### config.mk
export PLATFORM = sky130hd
export DESIGN_NAME = pss_sequencer
export DESIGN_NICKNAME = d
export VERILOG_FILES = /design/src/core/pss_ms_tick.v /design/src/core/pss_sync3.v /design/src/core/pss_sequencer.v
export VERILOG_INCLUDE_DIRS = /design/src /design/src/core
export SDC_FILE = /design/constraint.sdc
export NUM_CORES = 1
export LEC_CHECK = 0
export BUFFER_PORTS_ARGS = -buffer_cell sky130_fd_sc_hd__buf_2
export CORE_MARGIN = 2
export CORE_UTILIZATION = 61
export DETAILED_ROUTE_END_ITERATION = 7
export GPL_TIMING_DRIVEN = 0
export PLACE_DENSITY = 0.91
export RECOVER_POWER = 100
export SLEW_MARGIN = 30
export SYNTH_ARGS = -nofsm -noshare
export SYNTH_HDL_FRONTEND = slang
export SYNTH_SLANG_ARGS = --single-unit
### constraint.sdc
create_clock -name clk_in -period 4.5 [get_ports clk_in]
set_clock_uncertainty 0.2 [all_clocks]
set_input_delay 0.9 -clock clk_in [delete_from_list [all_inputs] [get_ports clk_in]]
set_output_delay 0.9 -clock clk_in [all_outputs]
set_load 0.01 [all_outputs]
### src/core/pss_defs.vh
// Constants for the scan cycle sequencer: register offsets, fields, resets, timing.
// Assumes a 250 MHz system clock and a one-cycle-latency register port.
`ifndef PSS_DEFS_VH
`define PSS_DEFS_VH

`define PSS_CLK_MHZ        250
`define PSS_MS_CYCLES      (`PSS_CLK_MHZ * 1000)
`define PSS_WIN_LIMIT_MS   6
`define PSS_SYS_LIMIT_MS   400
`define PSS_WDOG_MS        500
`define PSS_CSW_MIN_MS     5
`define PSS_CSW_MAX_MS     500
`define PSS_CSW_RESET_MS   9'h064
`define PSS_CSUM_MAX_WORDS 32

`define PSS_SVC_CONST      8'h01
`define PSS_SVC_STOP       8'h0D

// Register offsets
`define PSS_REG_CTRL       4'h0
`define PSS_REG_CSW        4'h1
`define PSS_REG_CSUM_CFG   4'h2
`define PSS_REG_STATUS     4'h3
`define PSS_REG_FAULT      4'h4
`define PSS_REG_SWEEP_MS   4'h5
`define PSS_REG_SVC        4'h6
`define PSS_REG_FAULT_CLR  4'h7

// CTRL fields
`define PSS_CTRL_RUN       0
`define PSS_CTRL_IO_STOP   1
`define PSS_CTRL_CONST     2
`define PSS_CTRL_PGM_RTC   3
`define PSS_CTRL_SYS_LIM   4
`define PSS_CTRL_RESET     8'h00

// FAULT fields
`define PSS_FLT_CSUM       0
`define PSS_FLT_CFG        1
`define PSS_FLT_WDOG       2
`define PSS_FLT_OVSWP      3
`define PSS_FLT_SVCSTOP    4

`endif

### src/core/pss_ms_tick.v
// Millisecond tick divider.
// Assumes a single free-running system clock.
`timescale 1ns/1ps
`default_nettype none
`include "pss_defs.vh"
module pss_ms_tick #(
  parameter integer CYCLES = `PSS_MS_CYCLES
) (
  // Clock and reset
  input  wire clk_in,
  input  wire nrst_in,
  // Tick
  output reg  tick_out
);
  reg [31:0] cnt_q;
  always @(posedge clk_in or negedge nrst_in) begin
    if (!nrst_in) begin
      cnt_q    <= 32'h0;
      tick_out <= 1'b0;
    end else if (cnt_q == CYCLES - 1) begin
      cnt_q    <= 32'h0;
      tick_out <= 1'b1;
    end else begin
      cnt_q    <= cnt_q + 32'h1;
      tick_out <= 1'b0;
    end
  end
endmodule
`default_nettype wire

### src/core/pss_sync3.v
// Three-stage synchroniser; a change counts once stages two and three agree.
// Assumes asynchronous inputs from pins.
`timescale 1ns/1ps
`default_nettype none
module pss_sync3 #(
  parameter integer W = 1
) (
  // Clock and reset
  input  wire         clk_in,
  input  wire         nrst_in,
  // Data
  input  wire [W-1:0] d_in,
  output reg  [W-1:0] q_out
);
  reg [W-1:0] s1_q;
  reg [W-1:0] s2_q;
  reg [W-1:0] s3_q;
  always @(posedge clk_in or negedge nrst_in) begin
    if (!nrst_in) begin
      s1_q  <= {W{1'b0}};
      s2_q  <= {W{1'b0}};
      s3_q  <= {W{1'b0}};
      q_out <= {W{1'b0}};
    end else begin
      s1_q <= d_in;
      s2_q <= s1_q;
      s3_q <= s2_q;
      if (s2_q == s3_q)
        q_out <= s3_q;
    end
  end
endmodule
`default_nettype wire

### src/core/pss_sequencer.v
// Scan cycle sequencer: phase machine, window timers, watchdog, constant sweep, checks.
// Assumes phase workers outside answer with same-clock done strobes; pin inputs are async.
`timescale 1ns/1ps
`default_nettype none
`include "pss_defs.vh"
module pss_sequencer #(
  parameter integer MS_CYCLES = `PSS_MS_CYCLES,
  parameter integer N_OUT     = 8,
  parameter integer N_OPT     = 4,
  parameter integer N_MOD     = 8
) (
  // Clock and reset
  input  wire        clk_in,
  input  wire        nrst_in,
  // Register port
  input  wire [3:0]  reg_addr_in,
  input  wire [31:0] reg_wdata_in,
  input  wire        reg_wr_in,
  input  wire        reg_rd_in,
  output reg  [31:0] reg_rdata_out,
  // Pins from outside
  input  wire        programmer_attached_in,
  input  wire        producer_expired_in,
  // Phase workers
  input  wire        input_done_in,
  input  wire        solve_done_in,
  input  wire        out_ack_in,
  input  wire        pgm_req_in,
  input  wire        pgm_done_in,
  input  wire [N_OPT-1:0] opt_req_in,
  input  wire        opt_done_in,
  input  wire        cfg_match_in,
  input  wire        cfg_present_in,
  input  wire        cfg_expected_in,
  input  wire [15:0] prog_word_in,
  input  wire [15:0] ref_csum_in,
  // Service call from the program
  input  wire        program_service_call_in,
  input  wire [7:0]  svc_code_in,
  input  wire        svc_enable_in,
  input  wire [8:0]  svc_len_in,
  // Phase controls
  output reg  [6:0]  phase_out,
  output reg         input_go_out,
  output reg         solve_go_out,
  output reg         out_wr_out,
  output reg  [7:0]  out_addr_out,
  output reg         exch_copy_out,
  output reg         pgm_go_out,
  output reg         pgm_suspend_out,
  output reg         opt_poll_out,
  output reg  [7:0]  opt_sel_out,
  output reg         sys_suspend_out,
  output reg  [7:0]  cfg_slot_out,
  output reg  [5:0]  csum_addr_out,
  output reg         io_default_out,
  output reg         health_ok_out,
  output reg         oversweep_flag_out,
  output reg         svc_const_en_out,
  output reg  [8:0]  svc_len_out,
  output reg         powerup_out
);
  localparam [6:0] S_HK  = 7'h01, S_IN  = 7'h02, S_SOL = 7'h04, S_OUT = 7'h08;
  localparam [6:0] S_PGM = 7'h10, S_SYS = 7'h20, S_DIA = 7'h40;

  wire tick;
  wire pgm_att;
  wire prod_exp;
  pss_ms_tick #(.CYCLES(MS_CYCLES)) u_tick (
    .clk_in   (clk_in),
    .nrst_in  (nrst_in),
    .tick_out (tick)
  );
  pss_sync3 #(.W(2)) u_sync (
    .clk_in  (clk_in),
    .nrst_in (nrst_in),
    .d_in    ({programmer_attached_in, producer_expired_in}),
    .q_out   ({pgm_att, prod_exp})
  );

  reg [6:0]  st_q;
  reg [7:0]  ctrl_q;
  reg [8:0]  csw_len_q;
  reg [5:0]  csum_words_q;
  reg [4:0]  fault_q;
  reg [9:0]  sweep_ms_q;
  reg [9:0]  last_sweep_q;
  reg [9:0]  win_ms_q;
  reg [15:0] csum_q;
  reg        ovs_pend_q;
  reg        ovs_log_q;
  reg        stop_req_q;
  reg        sub_q;
  reg        pgm_busy_q;
  reg        sys_busy_q;
  reg [7:0]  rr_q;
  reg        csum_fail_q;

  wire run      = ctrl_q[`PSS_CTRL_RUN];
  wire io_stop  = ctrl_q[`PSS_CTRL_IO_STOP];
  wire const_en = ctrl_q[`PSS_CTRL_CONST];
  wire io_on    = run | io_stop;
  wire wdog_exp = !const_en && tick && (sweep_ms_q == `PSS_WDOG_MS - 1);
  wire win6     = tick && (win_ms_q == `PSS_WIN_LIMIT_MS - 1);
  wire win400   = tick && (win_ms_q == `PSS_SYS_LIMIT_MS - 1);
  wire sys_lim  = ctrl_q[`PSS_CTRL_SYS_LIM];
  wire csw_ok   = (svc_len_in >= `PSS_CSW_MIN_MS) && (svc_len_in <= `PSS_CSW_MAX_MS);

  // Round-robin pick: first requester at or after the rotating pointer
  reg [7:0] pick;
  reg       pick_v;
  integer   k;
  integer   idx;
  always @* begin
    pick   = 8'h00;
    pick_v = 1'b0;
    for (k = N_OPT - 1; k >= 0; k = k - 1) begin
      idx = (rr_q + k) % N_OPT;
      if (opt_req_in[idx]) begin
        pick   = idx[7:0];
        pick_v = 1'b1;
      end
    end
  end

  always @(posedge clk_in or negedge nrst_in) begin
    if (!nrst_in) begin
      st_q <= S_HK; ctrl_q <= `PSS_CTRL_RESET; csw_len_q <= `PSS_CSW_RESET_MS;
      csum_words_q <= 6'h00; fault_q <= 5'h00; sweep_ms_q <= 10'h000;
      last_sweep_q <= 10'h000; win_ms_q <= 10'h000; csum_q <= 16'h0000;
      ovs_pend_q <= 1'b0; ovs_log_q <= 1'b0; stop_req_q <= 1'b0; sub_q <= 1'b0;
      pgm_busy_q <= 1'b0; sys_busy_q <= 1'b0; rr_q <= 8'h00; csum_fail_q <= 1'b0;
      reg_rdata_out <= 32'h0; phase_out <= S_HK; input_go_out <= 1'b0;
      solve_go_out <= 1'b0; out_wr_out <= 1'b0; out_addr_out <= 8'h00;
      exch_copy_out <= 1'b0; pgm_go_out <= 1'b0; pgm_suspend_out <= 1'b0;
      opt_poll_out <= 1'b0; opt_sel_out <= 8'h00; sys_suspend_out <= 1'b0;
      cfg_slot_out <= 8'h00; csum_addr_out <= 6'h00; io_default_out <= 1'b1;
      health_ok_out <= 1'b1; oversweep_flag_out <= 1'b0; svc_const_en_out <= 1'b0;
      svc_len_out <= `PSS_CSW_RESET_MS; powerup_out <= 1'b1;
    end else begin
      input_go_out <= 1'b0; solve_go_out <= 1'b0; out_wr_out <= 1'b0;
      exch_copy_out <= 1'b0; pgm_go_out <= 1'b0; opt_poll_out <= 1'b0;
      pgm_suspend_out <= 1'b0; sys_suspend_out <= 1'b0; powerup_out <= 1'b0;
      if (tick && sweep_ms_q != 10'h3FF)
        sweep_ms_q <= sweep_ms_q + 10'h001;
      if (tick && win_ms_q != 10'h3FF)
        win_ms_q <= win_ms_q + 10'h001;
      if (!const_en)
        oversweep_flag_out <= 1'b0;
      // Register port
      reg_rdata_out <= 32'h0;
      if (reg_rd_in) begin
        case (reg_addr_in)
          `PSS_REG_CTRL:     reg_rdata_out <= {24'h0, ctrl_q};
          `PSS_REG_CSW:      reg_rdata_out <= {23'h0, csw_len_q};
          `PSS_REG_CSUM_CFG: reg_rdata_out <= {26'h0, csum_words_q};
          `PSS_REG_STATUS:   reg_rdata_out <= {22'h0, oversweep_flag_out, csum_fail_q,
                                               health_ok_out, st_q};
          `PSS_REG_FAULT:    reg_rdata_out <= {27'h0, fault_q};
          `PSS_REG_SWEEP_MS: reg_rdata_out <= {22'h0, last_sweep_q};
          `PSS_REG_SVC:      reg_rdata_out <= {22'h0, svc_const_en_out, svc_len_out};
          default:           reg_rdata_out <= 32'h0;
        endcase
      end
      if (reg_wr_in) begin
        case (reg_addr_in)
          `PSS_REG_CTRL: ctrl_q <= reg_wdata_in[7:0];
          `PSS_REG_CSW:
            if (reg_wdata_in[8:0] >= `PSS_CSW_MIN_MS && reg_wdata_in[8:0] <= `PSS_CSW_MAX_MS)
              csw_len_q <= reg_wdata_in[8:0];
          `PSS_REG_CSUM_CFG:
            if (reg_wdata_in[5:0] <= `PSS_CSUM_MAX_WORDS)
              csum_words_q <= reg_wdata_in[5:0];
          `PSS_REG_FAULT_CLR: begin
            fault_q     <= fault_q & ~reg_wdata_in[4:0];
            csum_fail_q <= csum_fail_q & ~reg_wdata_in[`PSS_FLT_CSUM];
          end
          default: ;
        endcase
      end
      // Service calls from the program
      if (program_service_call_in && svc_code_in == `PSS_SVC_CONST) begin
        if (svc_enable_in) begin
          ctrl_q[`PSS_CTRL_CONST] <= 1'b1;
          if (csw_ok)
            csw_len_q <= svc_len_in;
        end else begin
          ctrl_q[`PSS_CTRL_CONST] <= 1'b0;
        end
      end
      svc_const_en_out <= const_en;
      svc_len_out      <= csw_len_q;
      if (program_service_call_in && svc_code_in == `PSS_SVC_STOP)
        stop_req_q <= 1'b1;
      // Sweep phases
      case (st_q)
        S_HK: begin
          if (const_en && sweep_ms_q < {1'b0, csw_len_q} && !sub_q) begin
            st_q <= S_HK;
          end else begin
            if (const_en && sweep_ms_q > {1'b0, csw_len_q})
              oversweep_flag_out <= 1'b1;
            else if (!const_en || !ovs_pend_q)
              oversweep_flag_out <= 1'b0;
            if (ovs_log_q) begin
              oversweep_flag_out <= 1'b1;
              ovs_log_q <= 1'b0;
            end
            if (ovs_pend_q) begin
              fault_q[`PSS_FLT_OVSWP] <= 1'b1;
              ovs_pend_q <= 1'b0;
              ovs_log_q  <= 1'b1;
            end
            last_sweep_q <= sweep_ms_q;
            sweep_ms_q   <= 10'h000;
            io_default_out <= !io_on;
            input_go_out <= io_on;
            st_q <= io_on ? S_IN : (pgm_att ? S_PGM : S_SYS);
            phase_out <= io_on ? S_IN : (pgm_att ? S_PGM : S_SYS);
            win_ms_q <= 10'h000;
          end
        end
        S_IN:
          if (input_done_in) begin
            solve_go_out <= run;
            st_q <= run ? S_SOL : S_OUT;
            phase_out <= run ? S_SOL : S_OUT;
            out_addr_out <= 8'h00;
          end
        S_SOL:
          if (solve_done_in || !run) begin
            st_q <= S_OUT;
            phase_out <= S_OUT;
            out_addr_out <= 8'h00;
            sub_q <= 1'b0;
          end
        S_OUT: begin
          if (!io_on || (sub_q && out_ack_in && out_addr_out == N_OUT - 1)) begin
            exch_copy_out <= io_on && prod_exp;
            st_q <= pgm_att ? S_PGM : S_SYS;
            phase_out <= pgm_att ? S_PGM : S_SYS;
            win_ms_q <= 10'h000;
            sub_q <= 1'b0;
          end else if (!sub_q) begin
            out_wr_out <= 1'b1;
            sub_q <= 1'b1;
          end else if (out_ack_in) begin
            out_addr_out <= out_addr_out + 8'h01;
            sub_q <= 1'b0;
          end
        end
        S_PGM: begin
          if (!sub_q && (pgm_req_in || pgm_busy_q)) begin
            pgm_go_out <= 1'b1;
            sub_q <= 1'b1;
          end else if (pgm_done_in || !(pgm_req_in || pgm_busy_q) ||
                       (ctrl_q[`PSS_CTRL_PGM_RTC] ? win400 : win6)) begin
            pgm_busy_q <= sub_q && !pgm_done_in;
            pgm_suspend_out <= sub_q && !pgm_done_in;
            st_q <= S_SYS;
            phase_out <= S_SYS;
            win_ms_q <= 10'h000;
            sub_q <= 1'b0;
          end
        end
        S_SYS: begin
          if ((sys_lim ? win6 : win400) || (!sub_q && !pick_v && !sys_busy_q)) begin
            sys_busy_q <= sub_q;
            sys_suspend_out <= sub_q;
            st_q <= S_DIA;
            phase_out <= S_DIA;
            csum_q <= 16'h0000;
            csum_addr_out <= 6'h00;
            sub_q <= 1'b0;
          end else if (!sub_q) begin
            opt_poll_out <= 1'b1;
            sub_q <= 1'b1;
            if (!sys_busy_q) begin
              opt_sel_out <= pick;
              rr_q <= (pick == N_OPT - 1) ? 8'h00 : pick + 8'h01;
            end
          end else if (opt_done_in) begin
            sub_q <= 1'b0;
            sys_busy_q <= 1'b0;
          end
        end
        S_DIA: begin
          if (csum_addr_out < csum_words_q) begin
            csum_q <= csum_q + prog_word_in;
            csum_addr_out <= csum_addr_out + 6'h01;
          end else begin
            if (csum_words_q != 6'h00 && csum_q != ref_csum_in) begin
              csum_fail_q <= 1'b1;
              fault_q[`PSS_FLT_CSUM] <= 1'b1;
              ctrl_q[`PSS_CTRL_RUN] <= 1'b0;
            end
            if ((cfg_present_in != cfg_expected_in) || (cfg_present_in && !cfg_match_in))
              fault_q[`PSS_FLT_CFG] <= 1'b1;
            cfg_slot_out <= (cfg_slot_out == N_MOD - 1) ? 8'h00 : cfg_slot_out + 8'h01;
            if (stop_req_q) begin
              ctrl_q[`PSS_CTRL_RUN] <= 1'b0;
              fault_q[`PSS_FLT_SVCSTOP] <= 1'b1;
              stop_req_q <= 1'b0;
            end
            if (const_en && sweep_ms_q > {1'b0, csw_len_q})
              ovs_pend_q <= 1'b1;
            st_q <= S_HK;
            phase_out <= S_HK;
          end
        end
        default: st_q <= S_HK;
      endcase
      // Watchdog overrides everything: restart as at power-up, stopped
      if (wdog_exp) begin
        health_ok_out <= 1'b0;
        powerup_out <= 1'b1;
        fault_q[`PSS_FLT_WDOG] <= 1'b1;
        ctrl_q[`PSS_CTRL_RUN] <= 1'b0;
        st_q <= S_HK;
        phase_out <= S_HK;
        sweep_ms_q <= 10'h000;
        sub_q <= 1'b0;
        pgm_busy_q <= 1'b0;
        sys_busy_q <= 1'b0;
      end
    end
  end
endmodule
`default_nettype wire

==> run_results.csv, run 1 <==
group,metric,value,unit
status,status,"finished with violations",
status,violations,"design-rule violations, max-capacitance violations, max-slew violations",
logic_synthesis,synth_top_area_frac,0.436,
critical_path,rrSetupSlack,0.91,ns
logic_synthesis,synthCells,1069,
clock_network,ctsResizeCount,0,
critical_path,worst-path-max-fanout,9,
floorplanning,io_pins,197,
cells_and_area,layout.nets,1401,
sta,rsz0062_at_grt,"false",
floorplanning,die_w,135,um
power,total_power,5.02,mW
sta,slew_viol_final,103,
critical_path,critPathLaunchType,"input pin",
sta,worst_slack,0.685,ns
critical_path,worst-setup-path-type,"in2reg",
clock_network,clockBufferDepth,2,
cells_and_area,fin_cells,1491,
drt,dr_total_vias,9084,
critical_path,required,4.62,ns
global_routing,grt_pass1_vias,8673,
cells_and_area,drive_gt1_frac,0.152,
logic_synthesis,synth_seq_area_share,0.464,
clock_network,path_clk_slew,0.07,ns
min_path,min_to,"u_sync.s2_q[1]$_DFF_PN0_",
drt,first_pass_iters,8,
drt,wl,26500,um
sta,maxSlewHeadroom,-0.482,
drt,wl_per_cell,17.8,um
clock_network,cts.sinks,194,
floorplanning,fp-row-count,47,
floorplanning,core,16700,sq um
sta,hold_viol,0,
logic_synthesis,syn-cell-area,10500,sq um
global_routing,grt_pass1_wl,42700,um
sta,final-setup-viol-count,0,
sta,fin_crit_sh,0.848,
power,powerDensity,415,nW/um^2
cells_and_area,diodes,0,
drt,ant_nets,0,
placement,dpl-instance-area,11600,sq um
placement,port_buffers,141,
logic_synthesis,synthArstFlopShare,1.00,
placement,post-place-ws,0.956,ns
power,leakage,5.76,nW
logic_synthesis,synth_top_flop_cell,"dfrtp_1",
global_routing,overflow,0,
critical_path,r2r_start,"st_q[5]$_DFFE_PN0P_",
drt,drc,3,
logic_synthesis,synth_warnings,0,
global_routing,grt_max_degree,93,
clock_network,cts_buffers,17,
global_routing,gr-usage-all-layers,0.295,
floorplanning,dieArea,18300,sq um
clock_network,hold_buffers,0,
sta,finalSetupTns,0,ns
min_path,hold_path_depth,0,
critical_path,rr_worst_depth,8,
min_path,hp-start,"u_sync.s1_q[1]$_DFF_PN0_",
critical_path,cp.arrival,3.94,ns
placement,dp_hpwl,19300,um
sta,max_freq,262,MHz
drt,drtIter0Drc,874,
floorplanning,die_y,135,um
floorplanning,initial_core_util,0.629,
clock_network,clockRootBuffer,"clkbuf_16",
logic_synthesis,syn_area_per_cell,9.82,sq um
clock_network,cts_tree,"done",
drt,viasPerCell,6.09,
clock_network,clk_latency,0.44,ns
clock_network,htreeDepth,4,
min_path,hold_class,"reg2reg",
logic_synthesis,ys_ff_latch,194,
logic_synthesis,synth_edf_count,0,
sta,final.min_clock_period,3.81,ns
critical_path,r2r-end,"out_addr_out[4]$_DFFE_PN0P_",
sta,max_slew.worst_pin.slew,2.22,ns
run,max_cap_violations,2,
clock_network,post_cts_buffers,0,
logic_synthesis,synth_top_cell_by_area,"dfrtp_1",
placement,finalWeightedCongestion,0.896,
critical_path,critPathCaptureType,"flip-flop",
power,max-vdd-ir-drop,330,uV
logic_synthesis,yosys-top-cells-area,"dfrtp_1 (44%), ha_1 (4.3%), xor2_1 (4.1%), nand2_1 (3.6%), mux2_2 (3.5%)",
cells_and_area,syn_to_final_growth,15.2,%
global_routing,antenna_found_initial,0,
cells_and_area,fin_area,12100,sq um
logic_synthesis,synth_cell_type_count,82,
placement,dpl.cell_count,1459,
==> cell families (layout without fill, tap and decap cells) <==
| kind of cell | count (synthesis) | count (layout) | share of synthesized area |
|---|---|---|---|
| muxes | 40 | 40 | 0.0421 |
| adders and majority gates | 37 | 37 | 0.0448 |
| and+or+nand+nor | 389 | 389 | 0.191 |
| DFF | 194 | 194 | 0.464 |
| AOI/OAI and AO/OA | 238 | 238 | 0.148 |
| xor gates and xnor gates | 81 | 81 | 0.0676 |
| other | 1 | 28 | 0.000357 |
| buffers and inverters | 89 | 264 | 0.0423 |
==> where the power goes <==
part | switching, mW | total [mW] | internal, mW
clock | 0.667 | 1.58 | 0.915
combinational | 0.800 | 1.29 | 0.486
sequential | 0.191 | 2.15 | 1.96
==> metal layers <==
layer  track usage  share of wire  vias up
li1              -              -     4157
met1         0.379           0.40     4399
met2         0.494           0.49      452
met3        0.0576          0.081       76
met4         0.123          0.034        0
met5             0              0        -
==> critical path: stages <==
cell and delay [ns]:
clkbuf_1 0.20, nor4_1 1.58, nand2_1 0.74, mux2i_1 0.25
nor4b_1 0.25
==> synth_stat cells, types with 8 or more instances <==
master    number
dfrtp_1      183
nand2_1      102
nor2_1        94
o21ai_0       68
a21oi_1       53
xor2_1        49
inv_1         40
ha_1          36
mux2_2        33
nand3_1       32
xnor2_1       32
buf_4         28
and3_1        23
nor3_1        20
nand4_1       19
a21o_1        17
clkbuf_1      16
a22o_1        13
nor2b_1       13
nor4_1        13
nand2b_1      12
dfstp_2       11
a22oi_1        9
a31oi_1        9
and2_1         8
==> sequential cells by signal, indices dropped and copies added, names as in the netlist, 7 cells and up <==
name and flops:
last_sweep_q 10, phase_out 7, cfg_slot_out 8, out_addr_out 8
svc_len_out 9, u_tick.cnt_q 32, ctrl_q 8, csum_q 16
reg_rdata_out 10, sweep_ms_q 10, csw_len_q 9, st_q 7
win_ms_q 10
==> per-stage QoR <==
| step | hold slack (ns) | util |
|---|---|---|
| after floorplan | 0.131 | - |
| after global placement | 0.135 | 0.693 |
| after detailed placement | 0.136 | 0.697 |
| after CTS | 0.151 | 0.735 |
| after global routing | 0.156 | 0.724 |
| final | 0.150 | 0.724 |
==> area by class of cell <==
class / count / area (sq um)
Clock inverter: 9 / 118
Fill cell: 1209 / 4600
Buffer: 49 / 289
Timing Repair Buffer: 143 / 674
Inverter: 40 / 150
Clock buffer: 23 / 508
Sequential cell: 194 / 4870
Multi-Input combinational cell: 813 / 5220
Tap cell: 220 / 275
==> cell usage in the layout (no fill, tap or decap), drive strengths merged, types with 33 or more instances in the layout <==
cell type | netlist | routed
nor2 | 97 | 97
dfrtp | 183 | 183
inv | 40 | 42
clkbuf | 16 | 104
o21ai | 71 | 71
a21oi | 53 | 53
xor2 | 49 | 49
ha | 36 | 36
nand2 | 104 | 104
mux2 | 33 | 33
buf | 33 | 111
==> worst max-delay path by stage <==
stage                               start                         end  slack [ns]
final                      reg_addr_in[0]         ctrl_q[0]$_DFF_PN0_        0.69
after floorplan           prog_word_in[0]      csum_q[12]$_DFFE_PN0P_        1.33
after global placement            nrst_in  u_tick.cnt_q[19]$_DFF_PN0_       -0.72
after global routing       reg_addr_in[0]         ctrl_q[0]$_DFF_PN0_        0.67
after detailed placement  prog_word_in[0]      csum_q[12]$_DFFE_PN0P_        0.96
after CTS                 prog_word_in[0]      csum_q[12]$_DFFE_PN0P_        1.39
No activity file was read; power rests on OpenSTA's default activity.
==> run 2: changes to the inputs <==
- CORE_UTILIZATION: 61 -> 51
- PLACE_DENSITY: 0.91 -> 0.81
- clock period: 4.5 -> 3.2 ns (I/O delays scaled with it)
==> run 2 against run 1 <==
The flow finishes with violations (max-capacitance violations, max-slew violations); utilization decreased by 12 points; via count decreased by 3.1%; power increased by 39%; highest routed layer unchanged; clock power increased by 35%.
==> run_results.csv, run 2 (synthesis gave the netlist of run 1 again) <==
group,metric,value,unit
status,status,"finished with violations",
status,violations,"max-capacitance violations, max-slew violations",
placement,dp_hpwl,19500,um
sta,final.min_clock_period,3.04,ns
clock_network,cts_tree,"done",
sta,max_freq,328,MHz
sta,slew_viol_final,57,
cells_and_area,diodes,0,
power,power.share.clock,0.306,
critical_path,worst-setup-path-type,"reg2reg",
cells_and_area,layout.nets,1402,
sta,fin_crit_sh,0.952,
global_routing,grt_max_degree,77,
floorplanning,die_w,147,um
drt,wl_per_cell,16.9,um
drt,first_pass_iters,5,
floorplanning,initial_core_util,0.519,
clock_network,htreeDepth,4,
floorplanning,die_y,147,um
sta,hold_viol,0,
critical_path,cp.arrival,3.21,ns
power,comb_power_share,0.261,
critical_path,critPathLaunchType,"flip-flop",
floorplanning,core,20200,sq um
cells_and_area,top_register,"u_tick.cnt_q",
global_routing,grt_pass1_wl,42300,um
floorplanning,fp-row-count,52,
critical_path,cp.buffers_inverters,1,
placement,post-place-ws,-0.0565,ns
critical_path,path_cells,"clkbuf_1, nor3_1, and4b_1, nand3b_4, nor2_2, o21ai_2, or4b_1, nand2_1",
critical_path,critPathCaptureType,"flip-flop",
clock_network,clk_latency,0.43,ns
power,powerDensity,574,nW/um^2
clock_network,clockBufferDepth,2,
power,p_sw,2.35,mW
global_routing,antenna_found_initial,0,
global_routing,grt_pass1_vias,8335,
min_path,hold_class,"in2reg",
floorplanning,dieArea,21700,sq um
cells_and_area,drive_gt1_frac,0.157,
global_routing,gr-usage-all-layers,0.243,
clock_network,cts_buffers,17,
sta,worst_slack,0.155,ns
floorplanning,io_pins,197,
cells_and_area,final_common_cell,"dfrtp_1",
placement,finalWeightedCongestion,0.943,
drt,drtIter0Drc,692,
cells_and_area,reg_top3,"u_tick.cnt_q: 32 flops, csum_q: 16 flops",
cells_and_area,largest_register_ffs,32,
power,p_int,4.64,mW
clock_network,cts.sinks,194,
cells_and_area,syn_to_final_growth,16.0,%
placement,port_buffers,141,
sta,rsz0062_at_grt,"false",
sta,maxSlewHeadroom,-0.0121,
sta,finalSetupTns,0,ns
power,max-vdd-ir-drop,435,uV
run,max_cap_violations,1,
critical_path,cpMaxStageDelayCell,"nor3_1",
drt,ant_nets,0,
clock_network,path_clk_slew,0.07,ns
critical_path,required,3.37,ns
drt,drc,0,
power,power_frac_seq,0.433,
sta,final-setup-viol-count,0,
power,leakage,5.73,nW
critical_path,crit_family,"simple AND/OR/NAND/NOR gates",
drt,viasPerCell,5.71,
clock_network,clockRootBuffer,"clkbuf_16",
clock_network,post_cts_buffers,0,
critical_path,worst-path-max-fanout,10,
cells_and_area,final_cell_mix,"dfrtp_1 (183), nand2_1 (103), nor2_1 (93)",
global_routing,overflow,0,
critical_path,cpPeakStageDelay,0.56,ns
drt,wl,26000,um
drt,dr_total_vias,8798,
sta,max_slew.worst_pin.slew,1.52,ns
power,p_sw_frac,0.336,
==> run 2: final timing paths <==
| check | start | endpoint | slack (ns) | cells past startpoint |
|---|---|---|---|---|
| max | st_q[5]$_DFFE_PN0P_ | out_addr_out[4]$_DFFE_PN0P_ | 0.16 | 8 |
| min | producer_expired_in | u_sync.s1_q[0]$_DFF_PN0_ | 0.11 | 1 |
| max reg2reg | st_q[5]$_DFFE_PN0P_ | out_addr_out[4]$_DFFE_PN0P_ | 0.16 | 8 |
| min reg2reg | u_sync.s1_q[0]$_DFF_PN0_ | u_sync.s2_q[0]$_DFF_PN0_ | 0.15 | 0 |
| max in group asynchronous | nrst_in | u_sync.s3_q[1]$_DFF_PN0_ | 0.55 | 3 |
| min in group asynchronous | nrst_in | reg_rdata_out[5]$_DFF_PN0_ | 0.90 | 2 |
==> run 2: timing repair <==
| action | CTS | global route |
|---|---|---|
| gates resized for setup | 0 | 2 |
| hold endpoints to repair | 53 | 0 |
| endpoints found under the setup margin | 0 | 5 |
| hold buffers | 1 | 0 |
==> run 2: cell type report <==
type,instances,area [sq um]
buffer,49,290
clock buffer,22,454
clock inverter,10,129
fill,1692,8060
inverter,40,150
multi-input combinational,813,5270
sequential,194,4870
tap,270,338
timing repair buffer,144,677
==> run 2: power by group through the flow <==
stage	combinational [mW]	sequential [mW]	clock, mW
floorplan	1.22	3.03	0
global placement	1.78	3.05	0
detailed placement	1.84	3.06	0
CTS	1.85	3.01	2.17
global route	2.03	3.06	2.27
finish	1.82	3.03	2.14
==> run 2: worst register-to-register path, delay by kind of cell (launching register included) <==
| kind | cells | cell delay, ns |
|---|---|---|
| simple gates | 6 | 1.94 |
| compound gates | 1 | 0.19 |
| buf+inv | 1 | 0.26 |
| flops | 1 | 0.39 |
==> run 2: per-layer routing <==
metal	up-vias	share of wire	wire length (um)	global-route usage
met3	48	0.069	1810	0.0488
met4	0	0.021	550	0.0716
li1	4151	-	-	-
met5	-	0	0	0
met1	4258	0.43	11300	0.338
met2	341	0.48	12400	0.387
==> run 2: metrics by stage <==
| step | power [mW] | cell area [sq um] | std cells | hold WS [ns] | utilization |
|---|---|---|---|---|---|
| floorplan | 4.25 | 10600 | 1096 | 0.131 | - |
| global placement | 4.83 | 11600 | 1507 | 0.135 | 0.575 |
| detailed placement | 4.90 | 11700 | 1509 | 0.136 | 0.579 |
| CTS | 7.03 | 12300 | 1542 | 0.100 | 0.608 |
| global route | 7.36 | 12200 | 1542 | 0.0978 | 0.602 |
| finish | 6.99 | 12200 | 1542 | 0.112 | 0.602 |
==> run 3: changes to the inputs <==
- ABC_AREA: not set -> 1
- CORE_UTILIZATION: 51 -> 30
- PLACE_DENSITY: 0.81 -> 0.54
==> run 3 against run 2 <==
The flow still finishes with violations (max-capacitance violations, max-slew violations); critical endpoint is now out_addr_out[5]$_DFFE_PN0P_; global-route usage down 6.9 points; die area increased by 81%; largest cell class unchanged; first-iteration DRC count up 1.7%; clock-buffer cell count decreased by 5.
==> run_results.csv, run 3 <==
group,metric,value,unit
status,status,"finished with violations",
status,violations,"max-capacitance violations, max-slew violations",
cells_and_area,reg_top3,"u_tick.cnt_q: 32 flops, csum_q: 16 flops",
drt,dr_total_vias,10300,
drt,drc,0,
cells_and_area,fin_area,13300,sq um
clock_network,clockRootBuffer,"clkbuf_16",
cells_and_area,fin_cells,2177,
run,max_cap_violations,1,
global_routing,overflow,0,
drt,viasPerCell,4.75,
cells_and_area,top_register,"u_tick.cnt_q",
cells_and_area,syn_to_final_growth,17.4,%
sta,slew_viol_final,64,
logic_synthesis,synthCells,1458,
placement,dpl.cell_count,2143,
logic_synthesis,syn-cell-area,11300,sq um
critical_path,critPathCaptureType,"flip-flop",
power,total_power,8.15,mW
placement,finalWeightedCongestion,0.909,
logic_synthesis,synth_top_cell_by_area,"dfrtp_1",
logic_synthesis,synth_cell_type_count,56,
clock_network,clockBufferDepth,2,
clock_network,cts.sinks,194,
placement,dp_hpwl,26500,um
logic_synthesis,synth_edf_count,0,
logic_synthesis,ys_ff_latch,194,
cells_and_area,final_cell_mix,"nand2_1 (342), inv_1 (186), dfrtp_1 (183)",
floorplanning,io_pins,197,
global_routing,grt_pass1_wl,52800,um
power,p_int,4.85,mW
logic_synthesis,synth_common_cells,"nand2_1 (341), dfrtp_1 (183), inv_1 (183), nor2_1 (138), nand3_1 (109)",
cells_and_area,layout.nets,1795,
critical_path,worst-path-max-fanout,10,
drt,ant_nets,0,
cells_and_area,fillers,3990,
floorplanning,dieArea,39300,sq um
sta,max_slew.worst_pin.slew,1.82,ns
clock_network,path_clk_slew,0.08,ns
min_path,hold_class,"in2reg",
power,max-vdd-ir-drop,308,uV
logic_synthesis,synth_seq_area_share,0.430,
critical_path,critPathLaunchType,"flip-flop",
clock_network,cts_tree,"done",
critical_path,rr_worst_depth,10,
placement,port_buffers,145,
critical_path,worst-setup-path-type,"reg2reg",
power,power_frac_seq,0.392,
logic_synthesis,yosysMostFrequentCell,"nand2_1",
drt,first_pass_iters,6,
clock_network,cts_buffers,17,
drt,wl_per_cell,15.5,um
drt,drtIter0Drc,704,
cells_and_area,largest_register_ffs,32,
floorplanning,core,37400,sq um
sta,final-setup-viol-count,0,
power,p_sw_frac,0.405,
global_routing,grt_pass1_vias,9719,
floorplanning,fp-row-count,71,
power,comb_power_share,0.343,
sta,hold_viol,0,
floorplanning,die_y,198,um
placement,dpl-instance-area,12900,sq um
sta,max_freq,347,MHz
floorplanning,die_w,198,um
sta,rsz0062_at_grt,"false",
logic_synthesis,syn_area_per_cell,7.77,sq um
power,powerDensity,613,nW/um^2
logic_synthesis,synth_warnings,0,
logic_synthesis,yosys-top-cells-area,"dfrtp_1 (40%), nand2_1 (11%), inv_1 (6.1%), nand3_1 (4.8%), nor2_1 (4.6%)",
min_path,hold_path_depth,1,
logic_synthesis,synth_top_area_frac,0.404,
power,leakage,6.59,nW
clock_network,clk_latency,0.45,ns
cells_and_area,final_common_cell,"nand2_1",
floorplanning,initial_core_util,0.303,
sta,finalSetupTns,0,ns
global_routing,gr-usage-all-layers,0.173,
global_routing,grt_max_degree,70,
critical_path,required,3.38,ns
cells_and_area,drive_gt1_frac,0.117,
sta,final.min_clock_period,2.88,ns
power,power.share.clock,0.265,
sta,maxSlewHeadroom,-0.213,
sta,whs,0.0928,ns
critical_path,cp.arrival,3.06,ns
logic_synthesis,synthArstFlopShare,1.00,
sta,fin_crit_sh,0.901,
global_routing,antenna_found_initial,5,
clock_network,htreeDepth,4,
power,p_sw,3.30,mW
drt,wl,33600,um
logic_synthesis,synth_top_flop_cell,"dfrtp_1",
-- run 3: power by group through the flow --
stage                     Clock [mW]  Sequential, mW  Combinational, mW
after floorplan                    0            3.17               1.95
after global placement             0            3.24               2.84
after detailed placement           0            3.24               2.88
after CTS                       2.21            3.19               2.91
after global routing            2.30            3.24               3.17
final                           2.16            3.19               2.80
-- run 3: critical path, stage by stage (launching register included) --
cell      delay, ns
dfrtp_1        0.45
nor2_1         0.37
nand4_1        0.48
inv_1          0.25
nand2_1        0.09
nand2_1        0.07
or3_1          0.09
clkbuf_1       0.29
clkbuf_2       0.38
nand2_2        0.08
o21ai_2        0.06
-- run 3: area by class of cell --
type | count | area, sq um | share of cell area
clock inverter | 15 | 146 | 0.0110
antenna | 1 | 2.50 | 0.000188
multi-input combinational | 1053 | 5500 | 0.413
clock buffer | 17 | 425 | 0.0320
inverter | 190 | 713 | 0.0536
timing repair buffer | 148 | 714 | 0.0537
sequential | 194 | 4870 | 0.366
buffer | 48 | 290 | 0.0218
tap | 511 | 639 | 0.0481
-- run 3: routing by layer --
metal	GRT usage	part of all wire
met1	0.239	0.47
met2	0.268	0.44
met3	0.0402	0.062
met4	0.0560	0.022
met5	0	0.0011
-- run 3: final timing paths --
check                                              start                           to  slack, ns
max in group asynchronous                        nrst_in       csw_len_q[6]$_DFF_PN1_       0.64
min in group asynchronous                        nrst_in       csum_q[10]$_DFFE_PN0P_       1.00
worst max register to register       st_q[6]$_DFFE_PN0P_  out_addr_out[5]$_DFFE_PN0P_       0.32
worst min-delay path                 producer_expired_in     u_sync.s1_q[0]$_DFF_PN0_       0.09
worst min register to register  u_sync.s1_q[1]$_DFF_PN0_     u_sync.s2_q[1]$_DFF_PN0_       0.15
worst max-delay path                 st_q[6]$_DFFE_PN0P_  out_addr_out[5]$_DFFE_PN0P_       0.32
-- run 3: what timing repair did --
item,in CTS,in global routing
setup buffers,0,0
hold endpoints to repair,62,0
gates resized for setup,0,0
hold buffers,1,0
-- run 3: metrics by stage --
| step | worst slack (ns) | util |
|---|---|---|
| after global placement | -2.13 | 0.342 |
| final | 0.316 | 0.356 |
| after global routing | 0.140 | 0.355 |
| after floorplan | 0.844 | - |
| after detailed placement | 0.298 | 0.344 |
| after CTS | 0.451 | 0.359 |
-- run 3: cell families after synthesis --
kind of cell    count (synthesis)  synth area share
xor+xnor                       67            0.0518
other cells                     1          0.000331
compound gates                198             0.103
simple gates                  723             0.282
fa+ha+maj                      37            0.0415
buf+inv                       238            0.0911
flops                         194             0.430
